File: config.mk
export PLATFORM = sky130hd
export DESIGN_NAME = sebl_loader
export DESIGN_NICKNAME = d
export VERILOG_FILES = /design/src/common/sebl_pkg.sv /design/src/rtl/sebl_loader.sv
export SDC_FILE = /design/constraint.sdc
export NUM_CORES = 1
export LEC_CHECK = 0
export BUFFER_PORTS_ARGS = -buffer_cell sky130_fd_sc_hd__buf_2
export CAP_MARGIN = 20
export CORE_ASPECT_RATIO = 0.8
export CORE_UTILIZATION = 33
export CTS_BUF_LIST = sky130_fd_sc_hd__clkbuf_8
export DETAILED_ROUTE_END_ITERATION = 10
export GPL_ROUTABILITY_DRIVEN = 1
export PLACE_DENSITY = 0.62
export SYNTH_ARGS = -nofsm -noshare
export SYNTH_HDL_FRONTEND = slang
export SYNTH_SLANG_ARGS = --single-unit
File: constraint.sdc
create_clock -name core_clk -period 11.9 [get_ports core_clk]
set_clock_uncertainty 0.15 [all_clocks]
set_input_delay 1.19 -clock core_clk [delete_from_list [all_inputs] [get_ports core_clk]]
set_output_delay 1.19 -clock core_clk [all_outputs]
set_load 0.05 [all_outputs]
File: src/common/sebl_pkg.sv
// Constants and carrier types for the serial EEPROM boot loader.
// Assumes core_clk stands for the external system clock.
package sebl_pkg;

    // ------------------------------------------------------------
    // Clock division
    // ------------------------------------------------------------
    localparam int unsigned SYS_CLK_FREQ_KHZ = 100000;
    localparam int unsigned SCK_FREQ_KHZ = 8330;
    localparam int unsigned SCK_DIV = SYS_CLK_FREQ_KHZ / SCK_FREQ_KHZ;

    // ------------------------------------------------------------
    // Mode select and protocol
    // ------------------------------------------------------------
    localparam logic [1:0] MODE_EEPROM = 2'h1;
    localparam logic [7:0] CMD_READ = 8'h03;
    localparam logic [15:0] START_ADDR = 16'h0000;
    localparam int unsigned HDR_BITS = 24;

    // ------------------------------------------------------------
    // Image layout
    // ------------------------------------------------------------
    localparam logic [8:0] GLOBAL_BASE = 9'h000;
    localparam logic [8:0] ARBITER_BASE = 9'h040;
    localparam logic [8:0] BERT_BASE = 9'h080;
    localparam logic [8:0] SER_TX_BASE = 9'h0C0;
    localparam logic [8:0] SER_RX_BASE = 9'h100;
    localparam logic [8:0] ETH_BASE = 9'h140;
    localparam logic [8:0] MAC_REC_BASE = 9'h180;
    localparam logic [8:0] IMAGE_LAST = 9'h19B;
    localparam int unsigned IMAGE_BYTES = 412;
    localparam int unsigned TOTAL_BITS = HDR_BITS + IMAGE_BYTES * 8;
    localparam int unsigned REGION_LSB = 6;

    // ------------------------------------------------------------
    // Indirect MAC write record
    // ------------------------------------------------------------
    localparam logic [2:0] REC_DATA0 = 3'h0;
    localparam logic [2:0] REC_DATA1 = 3'h1;
    localparam logic [2:0] REC_DATA2 = 3'h2;
    localparam logic [2:0] REC_DATA3 = 3'h3;
    localparam logic [2:0] REC_ADDR_LO = 3'h4;
    localparam logic [2:0] REC_ADDR_HI = 3'h5;
    localparam logic [2:0] REC_CMD = 3'h6;
    localparam logic [2:0] REC_COUNT = 3'h4;
    localparam logic [7:0] CMD_MAC_WRITE = 8'h01;

    // ------------------------------------------------------------
    // Types
    // ------------------------------------------------------------
    typedef enum logic [2:0] {
        REGION_GLOBAL,
        REGION_ARBITER,
        REGION_BERT,
        REGION_SER_TX,
        REGION_SER_RX,
        REGION_ETH,
        REGION_MAC_REC,
        REGION_NONE
    } sebl_region_t;

    typedef struct packed {
        logic valid;
        sebl_region_t region;
        logic [8:0] addr;
        logic [7:0] data;
    } sebl_cfg_wr_t;

    typedef struct packed {
        logic valid;
        logic [15:0] addr;
        logic [31:0] data;
    } sebl_mac_wr_t;

    typedef enum logic [2:0] {
        ST_IDLE,
        ST_SELECT,
        ST_SHIFT,
        ST_FLUSH,
        ST_DONE
    } sebl_state_t;

endpackage : sebl_pkg

File: src/rtl/sebl_loader.sv
// Serial EEPROM boot loader: SPI master that reads the configuration
// image after reset and hands out direct and indirect MAC writes.
// Assumes core_clk is the system clock and the EEPROM sits on the pins.
//
// Behaviour
// - With the mode pins set to EEPROM, the block is SPI master and reads the image.
// - Master-out data changes on the rising or falling clock edge as configured.
// - Master-in data is sampled on the edge chosen by the phase select pin.
// - The serial clock is the system clock divided by twelve.
// - A load starts after power-up reset and after each rising edge of the reset pin.
// - Each access opens with the read instruction 0000x011b and the address.
// - Chip select stays low until every addressed byte is read and latched.
// - Reading starts at address 0000h and runs in sequence to the last image byte.
// - Image bytes below 180h map by 64-byte region onto the register groups.
// - Four seven-byte records at 180h to 19Bh carry indirect MAC writes.
// - Only the four MAC control and management registers are loaded this way.
// - The records sit at the image end and go through their own sequence.
// - Command byte 01h launches the indirect write of staged data and address.
// - Records start at base 180h and fields count from each record's base.
`timescale 1ns/1ps
module sebl_loader #(
    parameter int unsigned DIV_RATIO = sebl_pkg::SCK_DIV,
    parameter logic [1:0] EEPROM_MODE = sebl_pkg::MODE_EEPROM
) (
    input wire logic core_clk,
    input wire logic rst,
    input wire logic [1:0] config_source_select,
    input wire logic reset_pin_n,
    input wire logic sample_edge_select_pin,
    input wire logic mosi_rising_edge_sel,
    input wire logic spi_miso,
    output logic serial_boot_clock,
    output logic spi_cs_n,
    output logic spi_mosi,
    output sebl_pkg::sebl_cfg_wr_t cfg_wr,
    output sebl_pkg::sebl_mac_wr_t mac_wr,
    output logic load_busy,
    output logic load_done
);
    import sebl_pkg::*;

    localparam logic [3:0] DIV_LAST = 4'(DIV_RATIO - 1);
    localparam logic [3:0] HALF_LAST = 4'(DIV_RATIO / 2 - 1);
    localparam logic [11:0] LAST_BIT = 12'(TOTAL_BITS - 1);
    localparam logic [11:0] HDR_LEN = 12'(HDR_BITS);
    localparam logic [23:0] HDR_WORD = {CMD_READ, START_ADDR};

    // ------------------------------------------------------------
    // Pin synchronisers
    // ------------------------------------------------------------
    logic [2:0] rstpin_sync_q;
    logic [2:0] phase_sync_q;
    logic [2:0] miso_sync_q;
    logic rstpin_lvl_q;
    logic phase_lvl_q;
    logic miso_lvl_q;
    logic rstpin_rise;

    always_ff @(posedge core_clk or posedge rst) begin
        if (rst) begin
            rstpin_sync_q <= 3'h7;
            phase_sync_q <= 3'h0;
            miso_sync_q <= 3'h0;
        end else begin
            rstpin_sync_q <= {rstpin_sync_q[1:0], reset_pin_n};
            phase_sync_q <= {phase_sync_q[1:0], sample_edge_select_pin};
            miso_sync_q <= {miso_sync_q[1:0], spi_miso};
        end
    end

    // Level counts once stages two and three agree
    always_ff @(posedge core_clk or posedge rst) begin
        if (rst) begin
            rstpin_lvl_q <= 1'b1;
            phase_lvl_q <= 1'b0;
            miso_lvl_q <= 1'b0;
        end else begin
            if (rstpin_sync_q[1] == rstpin_sync_q[2]) begin
                rstpin_lvl_q <= rstpin_sync_q[2];
            end
            if (phase_sync_q[1] == phase_sync_q[2]) begin
                phase_lvl_q <= phase_sync_q[2];
            end
            if (miso_sync_q[1] == miso_sync_q[2]) begin
                miso_lvl_q <= miso_sync_q[2];
            end
        end
    end

    assign rstpin_rise = !rstpin_lvl_q && rstpin_sync_q[1]
                         && rstpin_sync_q[2];

    // ------------------------------------------------------------
    // Load request
    // ------------------------------------------------------------
    sebl_state_t state_q;
    logic start_q;

    always_ff @(posedge core_clk or posedge rst) begin
        if (rst) begin
            start_q <= 1'b1;
        end else if (rstpin_rise) begin
            start_q <= 1'b1;
        end else if (state_q == ST_IDLE) begin
            start_q <= 1'b0;
        end
    end

    // ------------------------------------------------------------
    // Sequencer
    // ------------------------------------------------------------
    logic [3:0] div_cnt_q;
    logic [11:0] bit_cnt_q;
    logic shifting;
    logic rise_ev;
    logic fall_ev;
    logic sample_ev;
    logic launch_ev;
    logic pin_held;

    assign shifting = (state_q == ST_SHIFT);
    assign rise_ev = shifting && (div_cnt_q == HALF_LAST);
    assign fall_ev = shifting && (div_cnt_q == DIV_LAST);
    assign sample_ev = phase_lvl_q ? rise_ev : fall_ev;
    assign launch_ev = mosi_rising_edge_sel ? rise_ev : fall_ev;
    assign pin_held = !rstpin_lvl_q;

    always_ff @(posedge core_clk or posedge rst) begin
        if (rst) begin
            state_q <= ST_IDLE;
        end else if (pin_held) begin
            state_q <= ST_IDLE;
        end else begin
            case (state_q)
                ST_IDLE: begin
                    if (start_q) begin
                        if (config_source_select == EEPROM_MODE) begin
                            state_q <= ST_SELECT;
                        end else begin
                            state_q <= ST_DONE;
                        end
                    end
                end
                ST_SELECT: begin
                    state_q <= ST_SHIFT;
                end
                ST_SHIFT: begin
                    if (fall_ev && bit_cnt_q == LAST_BIT) begin
                        state_q <= ST_FLUSH;
                    end
                end
                ST_FLUSH: begin
                    state_q <= ST_DONE;
                end
                ST_DONE: begin
                    if (start_q) begin
                        state_q <= ST_IDLE;
                    end
                end
                default: begin
                    state_q <= ST_IDLE;
                end
            endcase
        end
    end

    // Divider and bit slot counters
    always_ff @(posedge core_clk or posedge rst) begin
        if (rst) begin
            div_cnt_q <= 4'h0;
            bit_cnt_q <= 12'h000;
        end else if (!shifting) begin
            div_cnt_q <= 4'h0;
            bit_cnt_q <= 12'h000;
        end else if (div_cnt_q == DIV_LAST) begin
            div_cnt_q <= 4'h0;
            bit_cnt_q <= bit_cnt_q + 12'h001;
        end else begin
            div_cnt_q <= div_cnt_q + 4'h1;
        end
    end

    // ------------------------------------------------------------
    // Serial pins
    // ------------------------------------------------------------
    function automatic logic hdr_bit(input logic [11:0] idx);
        logic [4:0] pos;
        pos = 5'(HDR_BITS - 1) - idx[4:0];
        hdr_bit = (idx < HDR_LEN) ? HDR_WORD[pos] : 1'b0;
    endfunction : hdr_bit

    always_ff @(posedge core_clk or posedge rst) begin
        if (rst) begin
            serial_boot_clock <= 1'b0;
        end else if (rise_ev) begin
            serial_boot_clock <= 1'b1;
        end else if (fall_ev || !shifting) begin
            serial_boot_clock <= 1'b0;
        end
    end

    always_ff @(posedge core_clk or posedge rst) begin
        if (rst) begin
            spi_mosi <= 1'b0;
        end else if (state_q == ST_SELECT) begin
            spi_mosi <= hdr_bit(12'h000);
        end else if (launch_ev) begin
            if (mosi_rising_edge_sel) begin
                spi_mosi <= hdr_bit(bit_cnt_q);
            end else begin
                spi_mosi <= hdr_bit(bit_cnt_q + 12'h001);
            end
        end
    end

    // Low from select until the last byte is latched
    always_ff @(posedge core_clk or posedge rst) begin
        if (rst) begin
            spi_cs_n <= 1'b1;
        end else begin
            spi_cs_n <= !(state_q == ST_SELECT || state_q == ST_SHIFT
                          || (state_q == ST_IDLE && start_q && !pin_held
                              && config_source_select == EEPROM_MODE));
        end
    end

    // ------------------------------------------------------------
    // Byte assembly
    // ------------------------------------------------------------
    logic [6:0] rx_sr_q;
    logic [2:0] rx_cnt_q;
    logic byte_ev;
    logic [7:0] rx_byte;

    assign byte_ev = sample_ev && (bit_cnt_q >= HDR_LEN)
                     && (rx_cnt_q == 3'h7);
    assign rx_byte = {rx_sr_q, miso_lvl_q};

    always_ff @(posedge core_clk or posedge rst) begin
        if (rst) begin
            rx_sr_q <= 7'h00;
            rx_cnt_q <= 3'h0;
        end else if (state_q == ST_SELECT) begin
            rx_sr_q <= 7'h00;
            rx_cnt_q <= 3'h0;
        end else if (sample_ev && bit_cnt_q >= HDR_LEN) begin
            rx_sr_q <= rx_byte[6:0];
            rx_cnt_q <= rx_cnt_q + 3'h1;
        end
    end

    // ------------------------------------------------------------
    // Direct copy of register groups
    // ------------------------------------------------------------
    logic [8:0] byte_addr_q;

    always_ff @(posedge core_clk or posedge rst) begin
        if (rst) begin
            byte_addr_q <= 9'h000;
        end else if (state_q == ST_SELECT) begin
            byte_addr_q <= START_ADDR[8:0];
        end else if (byte_ev) begin
            byte_addr_q <= byte_addr_q + 9'h001;
        end
    end

    always_ff @(posedge core_clk or posedge rst) begin
        if (rst) begin
            cfg_wr <= '0;
        end else begin
            cfg_wr.valid <= byte_ev && (byte_addr_q < MAC_REC_BASE);
            if (byte_ev && byte_addr_q < MAC_REC_BASE) begin
                cfg_wr.region <= sebl_region_t'(
                    byte_addr_q[8:REGION_LSB]);
                cfg_wr.addr <= byte_addr_q;
                cfg_wr.data <= rx_byte;
            end
        end
    end

    // ------------------------------------------------------------
    // Indirect MAC write records
    // ------------------------------------------------------------
    logic [2:0] rec_off_q;
    logic [2:0] rec_cnt_q;
    logic [31:0] stage_data_q;
    logic [15:0] stage_addr_q;
    logic rec_byte;

    assign rec_byte = byte_ev && (byte_addr_q >= MAC_REC_BASE)
                      && (byte_addr_q <= IMAGE_LAST)
                      && (rec_cnt_q < REC_COUNT);

    always_ff @(posedge core_clk or posedge rst) begin
        if (rst) begin
            rec_off_q <= 3'h0;
            rec_cnt_q <= 3'h0;
        end else if (state_q == ST_SELECT) begin
            rec_off_q <= 3'h0;
            rec_cnt_q <= 3'h0;
        end else if (rec_byte) begin
            if (rec_off_q == REC_CMD) begin
                rec_off_q <= 3'h0;
                rec_cnt_q <= rec_cnt_q + 3'h1;
            end else begin
                rec_off_q <= rec_off_q + 3'h1;
            end
        end
    end

    always_ff @(posedge core_clk or posedge rst) begin
        if (rst) begin
            stage_data_q <= 32'h0000_0000;
            stage_addr_q <= 16'h0000;
        end else if (rec_byte) begin
            case (rec_off_q)
                REC_DATA0: stage_data_q[7:0] <= rx_byte;
                REC_DATA1: stage_data_q[15:8] <= rx_byte;
                REC_DATA2: stage_data_q[23:16] <= rx_byte;
                REC_DATA3: stage_data_q[31:24] <= rx_byte;
                REC_ADDR_LO: stage_addr_q[7:0] <= rx_byte;
                REC_ADDR_HI: stage_addr_q[15:8] <= rx_byte;
                default: begin
                end
            endcase
        end
    end

    // Launch only on the command byte, after the six staged bytes
    always_ff @(posedge core_clk or posedge rst) begin
        if (rst) begin
            mac_wr <= '0;
        end else begin
            mac_wr.valid <= rec_byte && rec_off_q == REC_CMD
                            && rx_byte == CMD_MAC_WRITE;
            if (rec_byte && rec_off_q == REC_CMD) begin
                mac_wr.addr <= stage_addr_q;
                mac_wr.data <= stage_data_q;
            end
        end
    end

    // ------------------------------------------------------------
    // Status
    // ------------------------------------------------------------
    always_ff @(posedge core_clk or posedge rst) begin
        if (rst) begin
            load_busy <= 1'b0;
            load_done <= 1'b0;
        end else begin
            load_busy <= (state_q == ST_SELECT) || shifting
                         || (state_q == ST_FLUSH);
            load_done <= (state_q == ST_DONE) && !pin_held
                         && !start_q;
        end
    end

endmodule : sebl_loader

* Word level (Yosys, flattened, before mapping)
Memories as Yosys holds them, arrays and structs flattened. Index checks and enable logic that the tools add are counted.
Word-level totals: flip-flop bits (word level) 180, ROM bits 64, output and inout port bits 75, memories 2
Memories:
- (no name shown) | words 32, bits a word 1, read ports 1, clocked after Yosys merged registers in 0, wr ports 0, line sebl_loader.sv:189 | hdr_bit = (idx < HDR_LEN) ? HDR_WORD[pos] : 1'b0;
- (no name shown) | words 32, bits a word 1, read ports 1, clocked after Yosys merged registers in 0, wr ports 0, line sebl_loader.sv:189
Operators by class: add/subtract/negate cells 8, magnitude comparators 9, equality and inequality tests 23, multiplexer cells 35, reductions and logical operators 43
Operators by type and width (number):
- 3-bit two-way mux | 13
- 12-bit by 5-bit less-than comparator with 1-bit output, second input constant | 2
- 12-bit two-way mux | 2
- 1-bit logical AND | 18
- 9-bit two-way mux | 2
- 3-bit equality test, second input constant | 5
- 3-bit one-hot mux with 5 select lines | 1
- 7-bit two-way mux | 2
- 2-bit AND reduction | 7
- 2-bit nonzero test | 7
- 1-bit two-way mux | 13
- 12-bit by 1-bit adder with 12-bit output, second input constant | 1
- 12-bit equality test, second input constant | 1
- 3-bit by 2-bit equality test with 1-bit output, second input constant | 4
- 12-bit by 5-bit greater-or-equal comparator with 1-bit output, second input constant | 1
- 5-bit by 6-bit less-than comparator with 1-bit output, second input constant | 2
- 5-bit subtractor, first input constant | 2
- 3-bit by 1-bit adder with 3-bit output, second input constant | 3
- 9-bit by 1-bit adder with 9-bit output, second input constant | 1
- 9-bit greater-or-equal comparator, second input constant | 1
- 9-bit <= comparator, second input constant | 1
- 9-bit less-than comparator, second input constant | 1
- 8-bit by 1-bit equality test with 1-bit output, second input constant | 1
- 4-bit two-way mux | 2
- 14 further kinds | 25

* Depth between registers and ports, before layout
word-level depth 10, mapped depth 8, mapped depth without buffers 7

* Least setup slack after synthesis
No wires, ideal clock.
kind register to register, start point register div_cnt_q[0], end point register mac_wr[10] (netlist name), library setup time 125 ps, arrival 2076 ps, required time 11625 ps, path slack 9549 ps, cell stages (with the launch flop) 8, clock period less this slack 2351 ps, cells stage by stage dfrtp_1 -> ha_1 -> and4bb_2 -> o21a_2 -> o21ai_4 -> nor4_4 -> buf_6 -> mux2_4
Between the ends: word-level cells in the longest chain between the ends 9, elaborated cells between the ends (all ways) 11, classes of those cells eq/ne: 2; mux: 1; reduce/logical: 8
RTL lines:
- start: declaration | line sebl_loader.sv:112 | logic [3:0] div_cnt_q;
- start signal: assignment | line sebl_loader.sv:179 | div_cnt_q <= div_cnt_q + 4'h1;
- 4-bit equality test / 4-bit by 3-bit equality test with 1-bit output (equally long branches) | line sebl_loader.sv:123, sebl_loader.sv:122
- 1-bit logical AND (on tied branches) | line sebl_loader.sv:123, sebl_loader.sv:122
- 1-bit two-way mux * | line sebl_loader.sv:124 | assign sample_ev = phase_lvl_q ? rise_ev : fall_ev;
- 1-bit logical AND * | line sebl_loader.sv:235 | assign byte_ev = sample_ev && (bit_cnt_q >= HDR_LEN)
- 1-bit logical AND * | line sebl_loader.sv:236 | && (rx_cnt_q == 3'h7);
- 1-bit logical AND * | line sebl_loader.sv:290 | assign rec_byte = byte_ev && (byte_addr_q >= MAC_REC_BASE)
- 1-bit logical AND * | line sebl_loader.sv:291 | && (byte_addr_q <= IMAGE_LAST)
- 1-bit logical AND * | line sebl_loader.sv:292 | && (rec_cnt_q < REC_COUNT);
- 1-bit logical AND * | line sebl_loader.sv:336 | if (rec_byte && rec_off_q == REC_CMD) begin
- end: declaration | line sebl_loader.sv:36 | output sebl_pkg::sebl_mac_wr_t mac_wr,
Every way passes the cells marked *; elsewhere a longest branch is shown, timed or not. A chain may end at the register's enable or synchronous reset.

* Worst setup path in the final report
start point register byte_addr_q[0], end point register mac_wr[1] (netlist name)
Between the ends: word-level cells in the longest chain between the ends 5, elaborated cells between the ends (all ways) 6, classes of those cells order compare: 2; reduce/logical: 4
RTL lines:
- start: declaration | line sebl_loader.sv:255 | logic [8:0] byte_addr_q;
- start signal: assignment | line sebl_loader.sv:261 | byte_addr_q <= START_ADDR[8:0];
- start signal: assignment | line sebl_loader.sv:263 | byte_addr_q <= byte_addr_q + 9'h001;
- 9-bit greater-or-equal comparator | line sebl_loader.sv:290
- 1-bit logical AND | line sebl_loader.sv:290
- 1-bit logical AND * | line sebl_loader.sv:291
- 1-bit logical AND * | line sebl_loader.sv:292
- 1-bit logical AND * | line sebl_loader.sv:336
Marked as above.

==> run metrics <==
outcome=finished, final reports clean; ranking of synthesized cells by area=dfrtp_1 55%, mux2_2 8.9%, mux2_4 7.8%, nor2_1 2.2%, dfstp_2 2.0%; Crit Path Class=register to register; Worst Path Required=roughly 12,000 ps; final hold vios=0; Startpoint Class=register; post-synthesis cell count=558; sequential power share=0.574; min cycle time layout=roughly 3200 ps; Num CTS Buffers=17; Sink Count=~180; Wirelength per Cell=16.2 um; Hold-fix buffers, CTS=0; reg2reg path depth=7; H-tree levels=4; CP arrival=3400 ps; CP bufs+invs=2; Leak=~4.4 nW; Die Span Y=about 140 um; RSZ-0062 raised after global routing=false; Site Rows=49; internal power=approximately 800 uW; first-pass GRT wire length=25,600 um; Syn Area/Cell=about 14 sq um; syn_nets=between 500 and 600; NumNets Final=647; largest net degree at the start of global routing=97; Max Cap Violations=0; CTS tree=built; slew of the pin with the lowest slew margin=about 890 ps; most used flip-flop cell after synthesis=dfrtp_1; filler cell count=between 2,000 and 2,500; Post-Syn Area=slightly below 8000 sq um; max-slew violation count=0; Placed Area=about 8300 sq um; ANT nets after route=0; clock slew at reported path FFs=100 ps; synthesized flop and latch total=approximately 180; critical path's largest stage delay=740 ps; gr ovfl total=0; fin area=~9000 sq um; endpoint class of the critical path=register; Worst-Skew Late Latency=about 460 ps; initial antenna violation count=0; critical path depth=7; Hold WS=209 ps; die area=between 20,000 and 25,000 sq um; DRC=0; TNS Setup=0 ps; CP Cell Sequence=ha_1 > inv_1 > a31oi_1 > o21ai_2 > nor4_4 > buf_4 > mux2_1; Synth cell types=between 60 and 70; synth warn=0; final setup violation count=0; ant diodes=0; # Post-CTS Setup Buffers=0; core area=22,700 sq um; worst reg2reg setup slack=slightly below 9000 ps; final worst-path cycle share=0.269; combinational share of power=0.023; Area growth syn-to-layout=13.5%; Max FO, Critical Path=between 40 and 50; Reg2Reg Launch Point=byte_addr_q[0]; Post-synth EDFFs=0; Vias/cell=4.74; Max Clk Rate=312 MHz; Buffers on Ports=82; Crit. Startpoint=byte_addr_q[0]; register area share after synthesis=0.574; Clock power frac=0.403; CP top delay family=buffers and inverters; Die W=approximately 170 um; final WL=15,400 um; CTS root buffer=clkbuf_8; Total GRT Usage=0.136; HP Start=miso_sync_q[0]; I/O pins=83; Hold Crit Class=register to register; CTS resizes=0; crit path to=mac_wr[1]; GPL Wtd Cong=roughly 0.76; via count=between 4,000 and 5,000; Psw=around 260 uW; Pre-Repair DR Iteration Count=4; Synth area leader=dfrtp_1; Sw Share=0.245; VDD IR max=around 56 uV; Initial Util=0.340; Worst slew margin=0.409; asr flop ratio synth=1.00; number of global-route vias before repair=between 4,000 and 5,000; DRT iter0 DRCs=between 300 and 400; Yosys top cell area share=0.553; CP max-delay cell=buf_4; Pwr per Cell Area=about 120 nW/um^2; clock tree buffer depth=2; reg2reg end=mac_wr[1]; layout cells sized above 1=0.380; Detailed Place HPWL=~10000 um
synth_stat cells, types with 2 or more instances:
cell type / number
nand3_1: 9
nor4_4: 7
buf_2: 11
mux2_2: 61
or4_1: 3
dfrtp_1: 171
nand2_2: 2
dfstp_2: 6
clkbuf_1: 9
and3b_1: 2
clkbuf_2: 3
xnor2_1: 10
a21oi_1: 9
o21ai_0: 6
xor2_1: 12
buf_4: 4
and4_1: 3
nand2b_1: 2
ha_1: 10
inv_1: 9
o211ai_1: 4
mux2i_1: 13
nand3b_1: 2
a211o_1: 2
nor4_1: 2
mux2_1: 10
and3_1: 4
nand4_1: 9
buf_6: 6
nand2_1: 21
nor4b_1: 2
o31ai_1: 3
nor3_1: 5
mux2_4: 40
maj3_1: 3
nor2_1: 45
and2_1: 2
and4b_1: 2
o22a_1: 2
or3_1: 3
routing by layer:
layer / part of all wire / track usage / vias to the layer above
li1: - / - / 2120
met1: 0.52 / 0.207 / 2276
met2: 0.43 / 0.189 / 81
met3: 0.041 / 0.0345 / 12
met4: 0.010 / 0.0335 / 0
met5: 0 / 0 / -
worst reg2reg max path, delay by kind of cell, from the launching register on:
| family | cells | cell delay (ps) |
|---|---|---|
| AOI/OAI and AO/OA | 2 | 580 |
| and+or+nand+nor | 1 | 390 |
| adders and majority gates | 1 | 260 |
| muxes | 1 | 410 |
| DFF | 1 | 480 |
| buffers and inverters | 2 | 820 |
cells in the final DEF (no fill, tap or decap), types with 3 or more instances in the layout:
cell        instances
dfrtp_1           171
buf_2              82
mux2_2             61
nor2_1             45
mux2_4             40
nand2_1            21
clkbuf_8           17
mux2i_1            13
xor2_1             12
xnor2_1            10
mux2_1             10
ha_1               10
nand4_1             9
a21oi_1             9
inv_1               9
nand3_1             9
nor4_4              7
o21ai_0             6
dfstp_2             6
nor3_1              5
inv_6               5
and3_1              4
o211ai_1            4
maj3_1              3
or3_1               3
and4_1              3
or4_1               3
o31ai_1             3
clkinvlp_4          3
kinds of logic after synthesis:
group	synth area share
simple gates	0.109
flops	0.574
mux	0.198
fa+ha+maj	0.0201
xor+xnor	0.0249
buf+inv	0.0304
compound gates	0.0442
sequential cells by signal (all words and copies together) (netlist names), 3 cells and up:
name           count
miso_sync_q        3
stage_addr_q      16
rstpin_sync_q      3
state_q            3
mac_wr            49
phase_sync_q       3
bit_cnt_q         12
byte_addr_q        9
rec_cnt_q          3
cfg_wr            18
rx_sr_q            7
rx_cnt_q           3
div_cnt_q          4
stage_data_q      32
rec_off_q          3
worst min path at each step:
| stage | end | slack [ps] | cells after the start |
|---|---|---|---|
| 2_1_floorplan | miso_sync_q[1] | 180 | 0 |
| 3_3_place_gp | phase_sync_q[1] | 180 | 0 |
| 3_5_place_dp | phase_sync_q[1] | 190 | 0 |
| 4_1_cts | rstpin_sync_q[1] | 210 | 0 |
| 5_1_grt | miso_sync_q[1] | 220 | 0 |
| 6_report | miso_sync_q[1] | 210 | 0 |
stage by stage:
step / std cells / utilization / total power [mW] / setup WS [ps]
floorplan: 558 / - / 0.639 / 5770
global placement: 915 / 0.367 / 0.647 / 8680
detailed placement: 915 / 0.367 / 0.647 / 8690
CTS: 947 / 0.385 / 1.08 / 8670
global route: 948 / 0.386 / 1.11 / 8400
finish: 948 / 0.386 / 1.07 / 8700
final cells by class:
class                      count  area, sq um  share of cell area
sequential                   177         4440               0.505
multi-input combinational    339         3060               0.349
timing repair buffer          85          453              0.0516
tap                          306          383              0.0436
clock buffer                  17          234              0.0266
clock inverter                15          174              0.0198
inverter                       9         38.8             0.00442
power by group through the flow:
stage               Combinational (mW)  Clock (mW)  Sequential, mW
detailed placement              0.0242           0           0.623
finish                          0.0242       0.430           0.611
global placement                0.0242           0           0.623
CTS                             0.0242       0.442           0.611
floorplan                       0.0157           0           0.623
global route                    0.0280       0.468           0.612
Note: power is estimated with default switching activity, not from simulation.
